--- config.mk ---
export PLATFORM = sky130hd
export DESIGN_NAME = qd_decoder
export DESIGN_NICKNAME = d
export VERILOG_FILES = /design/src/qd_decoder.v
export VERILOG_INCLUDE_DIRS = /design/src
export SDC_FILE = /design/constraint.sdc
export NUM_CORES = 1
export LEC_CHECK = 0
export BUFFER_PORTS_ARGS = -buffer_cell sky130_fd_sc_hd__clkbuf_2
export CAP_MARGIN = 20
export CORE_ASPECT_RATIO = 1.4
export CORE_UTILIZATION = 61
export CTS_CLUSTER_DIAMETER = 100
export CTS_CLUSTER_SIZE = 25
export DETAILED_ROUTE_END_ITERATION = 7
export PLACE_DENSITY = 0.87
export SYNTH_ARGS = -nofsm -noshare
export SYNTH_HDL_FRONTEND = slang
export SYNTH_SLANG_ARGS = --single-unit
export TNS_END_PERCENT = 100
--- constraint.sdc ---
create_clock -name clk_i -period 20.8 [get_ports clk_i]
set_clock_uncertainty 0.15 [all_clocks]
set_input_delay 6.24 -clock clk_i [delete_from_list [all_inputs] [get_ports clk_i]]
set_output_delay 6.24 -clock clk_i [all_outputs]
set_load 0.1 [all_outputs]
--- src/qd_decoder_regs.vh ---
`ifndef QD_DECODER_REGS_VH
`define QD_DECODER_REGS_VH

// register byte offsets
`define QD_TASK_START 12'h000
`define QD_TASK_STOP 12'h004
`define QD_TASK_CLR_BOTH 12'h008
`define QD_TASK_CLR_MOTION 12'h00c
`define QD_TASK_CLR_DOUBLE 12'h010
`define QD_EV_SAMPLE 12'h100
`define QD_EV_REPORT 12'h104
`define QD_EV_ACCUMULATOR_OVERFLOW_EVENT 12'h108
`define QD_EV_DOUBLE 12'h10c
`define QD_EV_STOPPED 12'h110
`define QD_SHORTS 12'h200
`define QD_ENABLE 12'h500
`define QD_LED_POLARITY 12'h504
`define QD_SAMPLE_PERIOD 12'h508
`define QD_SAMPLE 12'h50c
`define QD_REPORT_INTERVAL 12'h510
`define QD_MOTION_ACC 12'h514
`define QD_MOTION_SNAP 12'h518
`define QD_LED_PIN_SELECT 12'h51c
`define QD_A_PIN_SELECT 12'h520
`define QD_B_PIN_SELECT 12'h524
`define QD_DEBOUNCE_ENABLE 12'h528
`define QD_LED_LEAD_TIME 12'h540
`define QD_DOUBLE_ACC 12'h544
`define QD_DOUBLE_SNAP 12'h548

// field positions
`define QD_PSEL_DISC_BIT 31
`define QD_SHORT_MOTION_BIT 0
`define QD_SHORT_DOUBLE_BIT 1

// reset values
`define QD_PSEL_RESET 32'hffffffff
`define QD_SP_RESET 4'h0
`define QD_RP_RESET 8'h01
`define QD_LEAD_RESET 9'h010

// timing: 1 us tick from the system clock
`define QD_CLK_NS 40
`define QD_TICK_NS 1000
`define QD_TICK_CYC ((`QD_TICK_NS + `QD_CLK_NS - 1) / `QD_CLK_NS)
`define QD_SP_BASE_US 128
`define QD_SP_MAX 4'ha

`endif

--- src/qd_decoder.v ---
`include "qd_decoder_regs.vh"

// Behaviour
// - led strobe turns on lead time before each sample, off right after.
// - led pin active level follows the led polarity setting.
// - disconnected led selection claims no pin, leaving it to the processor.
// - debounce samples each phase at 1 MHz; pass level only if all agree.
// - debounce kills levels shorter than one period, passes over two periods.
// - led stays on continuously while debounce is enabled.
// - debounced displacement lags raw input by at most one extra period.
// - motion accumulator adds +1/-1 steps, never double transitions.
// - overflowing step raises overflow event and is dropped; later steps count.
// - double accumulator counts double transitions since last clear, holding at 15.
// - combined task snapshots and clears both accumulators in one step.
// - motion task snapshots and clears motion accumulator only.
// - double task snapshots and clears double accumulator only.
// - every report interval raise report/double events for nonzero accumulators.
// - shortcuts let double event trigger motion or double clear task.
// - enabled decoder owns its pins; processor cannot drive, can still read.
// - phase a, phase b, led routed to own selected pin; disconnected unrouted.
// - selections apply only while enabled; otherwise pins act as gpio.
// - compare pairs: 0 none, 1 forward, -1 reverse, 2 double.
// - sample event raised each time a new value is written to sample.
module qd_decoder (
  input wire clk_i,
  input wire rst_i,
  input wire wb_cyc_i,
  input wire wb_stb_i,
  input wire wb_we_i,
  input wire [11:0] wb_adr_i,
  input wire [3:0] wb_sel_i,
  input wire [31:0] wb_dat_i,
  output wire [31:0] wb_dat_o,
  output wire wb_ack_o,
  input wire [31:0] pin_in_i,
  input wire [31:0] gpio_out_i,
  input wire [31:0] gpio_oe_i,
  output wire [31:0] pin_out_o,
  output wire [31:0] pin_oe_o,
  output wire [31:0] pin_owned_o
);

  // integer tick count cut to the divider width on purpose
  localparam integer TICK_LAST_I = `QD_TICK_CYC - 1;
  localparam [4:0] TICK_LAST = TICK_LAST_I[4:0];

  // byte-lane merge for partial writes
  function [31:0] qd_merge;
    input [31:0] old_v;
    input [31:0] new_v;
    input [3:0] sel;
    integer k;
    begin
      qd_merge = old_v;
      for (k = 0; k < 4; k = k + 1) begin
        if (sel[k]) begin
          qd_merge[k*8 +: 8] = new_v[k*8 +: 8];
        end
      end
    end
  endfunction

  // selected pin level, zero when disconnected
  function qd_pin;
    input [31:0] psel;
    input [31:0] pins;
    begin
      qd_pin = psel[`QD_PSEL_DISC_BIT] ? 1'b0 : pins[psel[4:0]];
    end
  endfunction

  // pair compare: 00 none, 01 forward, 11 reverse, 10 double
  function [1:0] qd_step;
    input [1:0] prev_ab;
    input [1:0] cur_ab;
    begin
      case ({prev_ab, cur_ab})
        4'b0001, 4'b0111, 4'b1110, 4'b1000: qd_step = 2'b01;
        4'b0010, 4'b1011, 4'b1101, 4'b0100: qd_step = 2'b11;
        4'b0011, 4'b0110, 4'b1001, 4'b1100: qd_step = 2'b10;
        default: qd_step = 2'b00;
      endcase
    end
  endfunction

  reg ack;
  reg [31:0] rdata;
  reg enable;
  reg led_polarity;
  reg [3:0] sample_period;
  reg [7:0] report_interval;
  reg [31:0] led_pin_select;
  reg [31:0] a_pin_select;
  reg [31:0] b_pin_select;
  reg debounce_enable;
  reg [8:0] led_lead_time;
  reg [1:0] shorts;
  reg running;
  reg [4:0] tick_cnt;
  reg [17:0] per_cnt;
  reg [1:0] deb_ref;
  reg [1:0] deb_same;
  reg [1:0] deb_out;
  reg [1:0] prev_ab;
  reg primed;
  reg [31:0] sample;
  reg [15:0] motion_accumulator;
  reg [15:0] motion_snapshot;
  reg [3:0] double_transition_accumulator;
  reg [3:0] double_snapshot;
  reg [7:0] rep_cnt;
  reg dbl_pulse;
  reg ev_sample;
  reg ev_report;
  reg ev_accumulator_overflow_event;
  reg ev_double;
  reg ev_stopped;
  reg led_level;

  // bus decode: a request is fresh until its ack, so a held request acts once
  wire bus_req = wb_cyc_i & wb_stb_i & ~ack;
  wire wr = bus_req & wb_we_i;
  wire wr_lo = wr & wb_sel_i[0];

  // tasks fire on a write of one in bit zero
  wire task_start = wr_lo & wb_dat_i[0] & (wb_adr_i == `QD_TASK_START);
  wire task_stop = wr_lo & wb_dat_i[0] & (wb_adr_i == `QD_TASK_STOP);
  wire task_both = wr_lo & wb_dat_i[0] & (wb_adr_i == `QD_TASK_CLR_BOTH);
  wire task_motion = wr_lo & wb_dat_i[0] & (wb_adr_i == `QD_TASK_CLR_MOTION);
  wire task_double = wr_lo & wb_dat_i[0] & (wb_adr_i == `QD_TASK_CLR_DOUBLE);
  // a write of zero to an event register clears that event
  wire ev_clr = wr_lo & ~wb_dat_i[0];

  // 1 us tick shared by lead time, period and debounce
  wire tick = (tick_cnt == TICK_LAST);
  // codes above the top one act as the top one, so the period never overflows
  wire [3:0] sp_eff = (sample_period > `QD_SP_MAX) ? `QD_SP_MAX : sample_period;
  wire [17:0] period_len = 18'd128 << sp_eff;
  wire period_end = (per_cnt == period_len - 18'd1);
  wire sample_now = running & tick & period_end;
  // lead longer than the period simply keeps the led lit
  wire lead_on = ({9'h000, led_lead_time} >= period_len) |
                 (per_cnt >= period_len - {9'h000, led_lead_time});
  wire led_on = running & (debounce_enable | lead_on);

  // lead time merged by byte lane, then cut to its nine bits
  wire [31:0] lead_merged = qd_merge({23'h0, led_lead_time}, wb_dat_i, wb_sel_i);

  wire [1:0] raw_ab = {qd_pin(a_pin_select, pin_in_i), qd_pin(b_pin_select, pin_in_i)};
  // filter verdict for the period now ending: the level passes only if every tick agreed
  wire [1:0] deb_agree = deb_same & ~(raw_ab ^ deb_ref);
  wire [1:0] deb_next = (deb_agree & deb_ref) | (~deb_agree & deb_out);

  // decoder takes the verdict of the period just ended, so debounce costs up to one period
  wire [1:0] cur_ab = debounce_enable ? deb_next : raw_ab;
  wire [1:0] step = qd_step(prev_ab, cur_ab);
  // the first sample after start only primes the previous pair
  wire samp_valid = sample_now & primed;
  wire step_up = samp_valid & (step == 2'b01);
  wire step_dn = samp_valid & (step == 2'b11);
  wire step_dbl = samp_valid & (step == 2'b10);

  // saturate instead of wrapping: a wrapped count would flip the reported direction
  wire acc_ovf = (step_up & (motion_accumulator == 16'h7fff)) |
                 (step_dn & (motion_accumulator == 16'h8000));
  wire dbl_ovf = step_dbl & (double_transition_accumulator == 4'hf);
  wire [15:0] acc_delta = (step_up & ~acc_ovf) ? 16'h0001 :
                          (step_dn & ~acc_ovf) ? 16'hffff : 16'h0000;
  wire [15:0] acc_upd = motion_accumulator + acc_delta;
  wire [3:0] dbl_upd = double_transition_accumulator +
                       {3'b000, step_dbl & ~dbl_ovf};
  // a zero interval would never report, so it counts as one
  wire [7:0] rep_len = (report_interval == 8'h00) ? 8'h01 : report_interval;
  wire rep_hit = samp_valid & (rep_cnt + 8'h01 >= rep_len);
  // shortcut fires the cycle after the double event
  wire clr_motion = task_both | task_motion | (dbl_pulse & shorts[`QD_SHORT_MOTION_BIT]);
  wire clr_double = task_both | task_double | (dbl_pulse & shorts[`QD_SHORT_DOUBLE_BIT]);

  // wishbone slave: one wait state, ack for one cycle
  always @(posedge clk_i) begin
    if (rst_i) begin
      ack <= 1'b0;
      rdata <= 32'h00000000;
    end else begin
      ack <= bus_req;
      if (bus_req & ~wb_we_i) begin
        case (wb_adr_i)
          `QD_EV_SAMPLE: rdata <= {31'h0, ev_sample};
          `QD_EV_REPORT: rdata <= {31'h0, ev_report};
          `QD_EV_ACCUMULATOR_OVERFLOW_EVENT: rdata <= {31'h0, ev_accumulator_overflow_event};
          `QD_EV_DOUBLE: rdata <= {31'h0, ev_double};
          `QD_EV_STOPPED: rdata <= {31'h0, ev_stopped};
          `QD_SHORTS: rdata <= {30'h0, shorts};
          `QD_ENABLE: rdata <= {31'h0, enable};
          `QD_LED_POLARITY: rdata <= {31'h0, led_polarity};
          `QD_SAMPLE_PERIOD: rdata <= {28'h0, sample_period};
          `QD_SAMPLE: rdata <= sample;
          `QD_REPORT_INTERVAL: rdata <= {24'h0, report_interval};
          `QD_MOTION_ACC: rdata <= {{16{motion_accumulator[15]}}, motion_accumulator};
          `QD_MOTION_SNAP: rdata <= {{16{motion_snapshot[15]}}, motion_snapshot};
          `QD_LED_PIN_SELECT: rdata <= led_pin_select;
          `QD_A_PIN_SELECT: rdata <= a_pin_select;
          `QD_B_PIN_SELECT: rdata <= b_pin_select;
          `QD_DEBOUNCE_ENABLE: rdata <= {31'h0, debounce_enable};
          `QD_LED_LEAD_TIME: rdata <= {23'h0, led_lead_time};
          `QD_DOUBLE_ACC: rdata <= {28'h0, double_transition_accumulator};
          `QD_DOUBLE_SNAP: rdata <= {28'h0, double_snapshot};
          default: rdata <= 32'h00000000;
        endcase
      end
    end
  end

  // configuration registers, byte lanes honoured
  always @(posedge clk_i) begin
    if (rst_i) begin
      enable <= 1'b0;
      led_polarity <= 1'b0;
      sample_period <= `QD_SP_RESET;
      report_interval <= `QD_RP_RESET;
      led_pin_select <= `QD_PSEL_RESET;
      a_pin_select <= `QD_PSEL_RESET;
      b_pin_select <= `QD_PSEL_RESET;
      debounce_enable <= 1'b0;
      led_lead_time <= `QD_LEAD_RESET;
      shorts <= 2'b00;
    end else if (wr) begin
      case (wb_adr_i)
        `QD_SHORTS: shorts <= wb_sel_i[0] ? wb_dat_i[1:0] : shorts;
        `QD_ENABLE: enable <= wb_sel_i[0] ? wb_dat_i[0] : enable;
        `QD_LED_POLARITY: led_polarity <= wb_sel_i[0] ? wb_dat_i[0] : led_polarity;
        `QD_SAMPLE_PERIOD: sample_period <= wb_sel_i[0] ? wb_dat_i[3:0] : sample_period;
        `QD_REPORT_INTERVAL: report_interval <= wb_sel_i[0] ? wb_dat_i[7:0] : report_interval;
        `QD_LED_PIN_SELECT: led_pin_select <= qd_merge(led_pin_select, wb_dat_i, wb_sel_i);
        `QD_A_PIN_SELECT: a_pin_select <= qd_merge(a_pin_select, wb_dat_i, wb_sel_i);
        `QD_B_PIN_SELECT: b_pin_select <= qd_merge(b_pin_select, wb_dat_i, wb_sel_i);
        `QD_DEBOUNCE_ENABLE: debounce_enable <= wb_sel_i[0] ? wb_dat_i[0] : debounce_enable;
        `QD_LED_LEAD_TIME: led_lead_time <= lead_merged[8:0];
        default: shorts <= shorts;
      endcase
    end
  end

  // run control, tick divider and sample period counter
  always @(posedge clk_i) begin
    if (rst_i) begin
      running <= 1'b0;
      tick_cnt <= 5'h00;
      per_cnt <= 18'h00000;
    end else begin
      tick_cnt <= tick ? 5'h00 : tick_cnt + 5'h01;
      if (task_stop | ~enable) begin
        running <= 1'b0;
      end else if (task_start) begin
        running <= 1'b1;
      end
      if (~running | task_start) begin
        per_cnt <= 18'h00000;
      end else if (tick) begin
        per_cnt <= period_end ? 18'h00000 : per_cnt + 18'h00001;
      end
    end
  end

  // debounce: every tick of a period must agree before the level passes
  always @(posedge clk_i) begin
    if (rst_i) begin
      deb_ref <= 2'b00;
      deb_same <= 2'b00;
      deb_out <= 2'b00;
    end else if (running & tick) begin
      if (per_cnt == 18'h00000) begin
        deb_ref <= raw_ab;
        deb_same <= 2'b11;
      end else begin
        deb_same <= deb_same & ~(raw_ab ^ deb_ref);
      end
      if (period_end) begin
        deb_out <= deb_next;
      end
    end
  end

  // decode, accumulate, snapshot and report
  always @(posedge clk_i) begin
    if (rst_i) begin
      prev_ab <= 2'b00;
      primed <= 1'b0;
      sample <= 32'h00000000;
      motion_accumulator <= 16'h0000;
      motion_snapshot <= 16'h0000;
      double_transition_accumulator <= 4'h0;
      double_snapshot <= 4'h0;
      rep_cnt <= 8'h00;
      dbl_pulse <= 1'b0;
    end else begin
      if (task_start) begin
        primed <= 1'b0;
        rep_cnt <= 8'h00;
      end else if (sample_now) begin
        prev_ab <= cur_ab;
        primed <= 1'b1;
        if (samp_valid) begin
          rep_cnt <= rep_hit ? 8'h00 : rep_cnt + 8'h01;
        end
      end
      // sample register holds the step as 0, 1, -1 or 2, extended to the word
      if (samp_valid) begin
        sample <= {{30{step[1] & step[0]}}, step};
      end
      // snapshot takes the value including a concurrent step, so nothing is lost
      motion_accumulator <= clr_motion ? 16'h0000 : acc_upd;
      if (clr_motion) begin
        motion_snapshot <= acc_upd;
      end
      double_transition_accumulator <= clr_double ? 4'h0 : dbl_upd;
      if (clr_double) begin
        double_snapshot <= dbl_upd;
      end
      // double event pulse feeds the shortcuts one clock later
      dbl_pulse <= rep_hit & (dbl_upd != 4'h0);
    end
  end

  // sticky event flags: a set in the clearing cycle wins
  always @(posedge clk_i) begin
    if (rst_i) begin
      ev_sample <= 1'b0;
      ev_report <= 1'b0;
      ev_accumulator_overflow_event <= 1'b0;
      ev_double <= 1'b0;
      ev_stopped <= 1'b0;
    end else begin
      ev_sample <= samp_valid | (ev_sample & ~(ev_clr & (wb_adr_i == `QD_EV_SAMPLE)));
      ev_report <= (rep_hit & (acc_upd != 16'h0000)) |
                   (ev_report & ~(ev_clr & (wb_adr_i == `QD_EV_REPORT)));
      ev_accumulator_overflow_event <= acc_ovf | dbl_ovf | (ev_accumulator_overflow_event & ~(ev_clr & (wb_adr_i == `QD_EV_ACCUMULATOR_OVERFLOW_EVENT)));
      ev_double <= (rep_hit & (dbl_upd != 4'h0)) |
                   (ev_double & ~(ev_clr & (wb_adr_i == `QD_EV_DOUBLE)));
      ev_stopped <= task_stop | (ev_stopped & ~(ev_clr & (wb_adr_i == `QD_EV_STOPPED)));
    end
  end

  // led level registered so the pin sees a clean edge
  always @(posedge clk_i) begin
    if (rst_i) begin
      led_level <= 1'b0;
    end else begin
      led_level <= led_polarity ? led_on : ~led_on;
    end
  end

  // pin ownership: per pin, decoder signals override gpio only while enabled
  genvar gi;
  generate
    for (gi = 0; gi < 32; gi = gi + 1) begin : g_pin
      wire led_here = enable & ~led_pin_select[`QD_PSEL_DISC_BIT] &
                      (led_pin_select[4:0] == gi);
      wire a_here = enable & ~a_pin_select[`QD_PSEL_DISC_BIT] & (a_pin_select[4:0] == gi);
      wire b_here = enable & ~b_pin_select[`QD_PSEL_DISC_BIT] & (b_pin_select[4:0] == gi);
      assign pin_out_o[gi] = led_here ? led_level : gpio_out_i[gi];
      // phase pins are held as inputs regardless of gpio drive
      assign pin_oe_o[gi] = led_here | (~(a_here | b_here) & gpio_oe_i[gi]);
      assign pin_owned_o[gi] = led_here | a_here | b_here;
    end
  endgenerate

  // bus outputs straight from their flip-flops
  assign wb_ack_o = ack;
  assign wb_dat_o = rdata;

endmodule // qd_decoder

==> flow_summary.yaml <==
global_route:
  grt_usage_pct: 37.9
  overflow: 0
  grt_pass1_vias: 13900
  antenna_found_initial: 1
  grt_first_pass_wirelength_um: 74400
  grt_max_degree: 78
floorplan:
  io_pins: 278
  core_region_area_um2: 23900
  rows: 67
  die_w_um: 134
  start_util_pct: 61.9
  die-area_um2: 24900
  die_y_um: 186
sta:
  fin_crit_sh_pct: 64.7
  maxSlewHeadroom_pct: 24.1
  min_period_ns: 13.45
  rsz0062_at_grt: "no"
  final.setup.worst_slack_ns: 7.35
  tightestPinTransition_ns: 1.13
  holdWs_ns: 0.309
  setup_viol: 0
  slew_viol_final: 0
  max_freq_ghz: 0.0744
  tns_ns: 0
  hold_viol_final: 0
clocking:
  cts_hold_buf: 0
  cts_max_path_buffers: 3
  cts_tree: "yes"
  post-cts-setup-buffer-count: 0
  clock_latency_ns: 0.49
  clk_pin_slew_worst_paths_ns: 0.09
  root_buffer: "clkbuf_16"
  cts-resized-gates: 0
  numCtsBuffers: 13
  htree_levels: 1
  cts.sinks: 246
worst_setup_path:
  timing.setup.critical_path_class: "in2out"
  crit_required_ns: 14.41
  cpMaxStageDelayCell: "clkbuf_2"
  cp_cell_sequence: "clkbuf_2 > nand2_1 > nand2_1 > clkbuf_2"
  worstPathMaxFanout: 1
  worstPathArrival_ns: 7.06
  cp_num_buf_inv: 2
  end_kind: "output port"
  start_kind: "input pin"
  crit_family: "buffers and inverters"
  critical_path.max_stage_delay_ns: 0.50
final_layout:
  nNetsFinal: 2206
  area_growth_pct: 11.9
  final_common_cell: "nand2_1"
  final_cell_count_no_fill: 2314
  drive_gt1_share_pct: 19.8
  final_cell_mix: "293 x nand2_1, 276 x clkbuf_2, 246 x dfxtp_1"
  diodes: 0
placed_design:
  place_inst: 2299
  numPortBuffers: 277
  preCtsSetupSlack_ns: 7.40
  dp_hpwl_um: 36200
  place_congestion: 0.991
power:
  power-per-cell-area_nw_per_um2: 51.6
  p_leak_nw: 6.52
  p_total_mw: 0.855
  max-vdd-ir-drop_v: 0.0000612
detailed_routing:
  drc: 0
  dr.pass1.iters: 8
  routed_wl_um: 48500
  drt-initial-drc-count: 1430
  viasPerCell: 6.47
  postRouteAntennaNets: 0
  vias: 15000
  wire_per_inst_um: 20.9
yosys:
  synth-edff-count: 0
  syn_area_per_cell_um2: 8.19
  postSynthCellCount: 1805
  dominantRegCellSynth: "dfxtp_1"
  synth_area_um2: 14800
  synth_cell_types: 92
  synth_seq_area_share_pct: 33.3
  yosys_warnings: 0
  syn-num-nets: 2007
  synth-seq-cells: 246
  synthArstFlopShare_pct: 0
hold_path:
  hp-class: "reg2reg"
flow_run:
  drv_cap: 0
run_status:
  status: "completed"
-- flip-flops by register name (all words and copies together), names as in the netlist, 2 cells and up --
name / cells
deb_same: 2
deb_out: 2
double_transition_accumulator: 4
led_lead_time: 9
b_pin_select: 32
deb_ref: 2
led_pin_select: 32
sample_period: 4
wb_dat_o: 32
prev_ab: 2
rep_cnt: 8
motion_snapshot: 16
tick_cnt: 5
report_interval: 8
per_cnt: 18
double_snapshot: 4
a_pin_select: 32
motion_accumulator: 16
sample: 3
shorts: 2
-- area by class of cell --
cell class,instances,area (µm²)
Clock buffer,13,325
Clock inverter,2,38.8
Fill cell,1968,7330
Inverter,42,160
Multi-Input combinational cell,1411,9230
Sequential cell,246,4920
Tap cell,310,388
Timing Repair Buffer,290,1490
-- layer usage --
metal	GRT usage, %	up-vias	part of all wire, %
met3	7.99	199	10
met4	21.6	4	6.0
li1	-	6877	-
met5	2.58	-	0.20
met1	45.3	7010	37
met2	62.9	882	46
-- cells in the mapped netlist (all sizes together), types with 6 or more instances --
cell type | count | area [µm²]
a211oi | 7 | 52.6
a21o | 25 | 188
a21oi | 129 | 649
a221oi | 17 | 149
a222oi | 23 | 230
a22o | 8 | 70.1
a22oi | 48 | 360
a31oi | 16 | 100
and2 | 8 | 51.3
and3 | 16 | 101
buf | 18 | 120
clkbuf | 86 | 363
dfxtp | 246 | 4920
ha | 52 | 651
inv | 42 | 160
mux2 | 35 | 394
mux2i | 123 | 1230
mux4 | 12 | 274
nand2 | 293 | 1100
nand2b | 21 | 131
nand3 | 37 | 185
nand3b | 13 | 97.6
nand4 | 16 | 100
nor2 | 197 | 749
nor2b | 16 | 100
nor3 | 37 | 206
nor3b | 6 | 45.0
nor4 | 21 | 153
o211ai | 7 | 57.6
o21a | 12 | 90.1
o21ai | 50 | 250
o221ai | 10 | 87.6
or2 | 12 | 75.1
or3 | 10 | 62.6
xnor2 | 31 | 272
xor2 | 33 | 289
-- cell families (layout without fill, tap and decap cells) --
group / after synthesis / after routing / share of synthesized area (%)
simple gates: 731 / 731 / 23.1
buf+inv: 148 / 347 / 4.49
fa+ha+maj: 53 / 53 / 4.53
xor+xnor: 64 / 64 / 3.79
compound gates: 393 / 393 / 17.9
flops: 246 / 246 / 33.3
mux: 170 / 170 / 12.8
-- per-stage QoR --
step,utilization (%),area (µm²)
3_3_place_gp,67.8,16200
6_report,69.3,16600
5_1_grt,69.3,16600
3_5_place_dp,67.8,16200
2_1_floorplan,-,14800
4_1_cts,69.3,16600
-- power breakdown --
group	internal (mW)	total [mW]	switching [mW]
Clock	0.127	0.280	0.153
Sequential	0.471	0.473	0.00143
Combinational	0.0239	0.102	0.0782
-- final timing paths --
check / from / slack, ns / cells after the start / to
max: gpio_oe_i[9] / 7.35 / 4 / pin_oe_o[9]
min: motion_snapshot[8] / 0.31 / 2 / motion_snapshot[8]
max reg2reg: sample_period[1] / 13.13 / 23 / ev_report
min reg2reg: motion_snapshot[8] / 0.31 / 2 / motion_snapshot[8]
-- worst min-delay path, cell delays in order (launching register included) --
cell     delay, ns
dfxtp_1       0.32
nand2_1       0.05
a21oi_1       0.05
(Power assumes the default switching activity.)
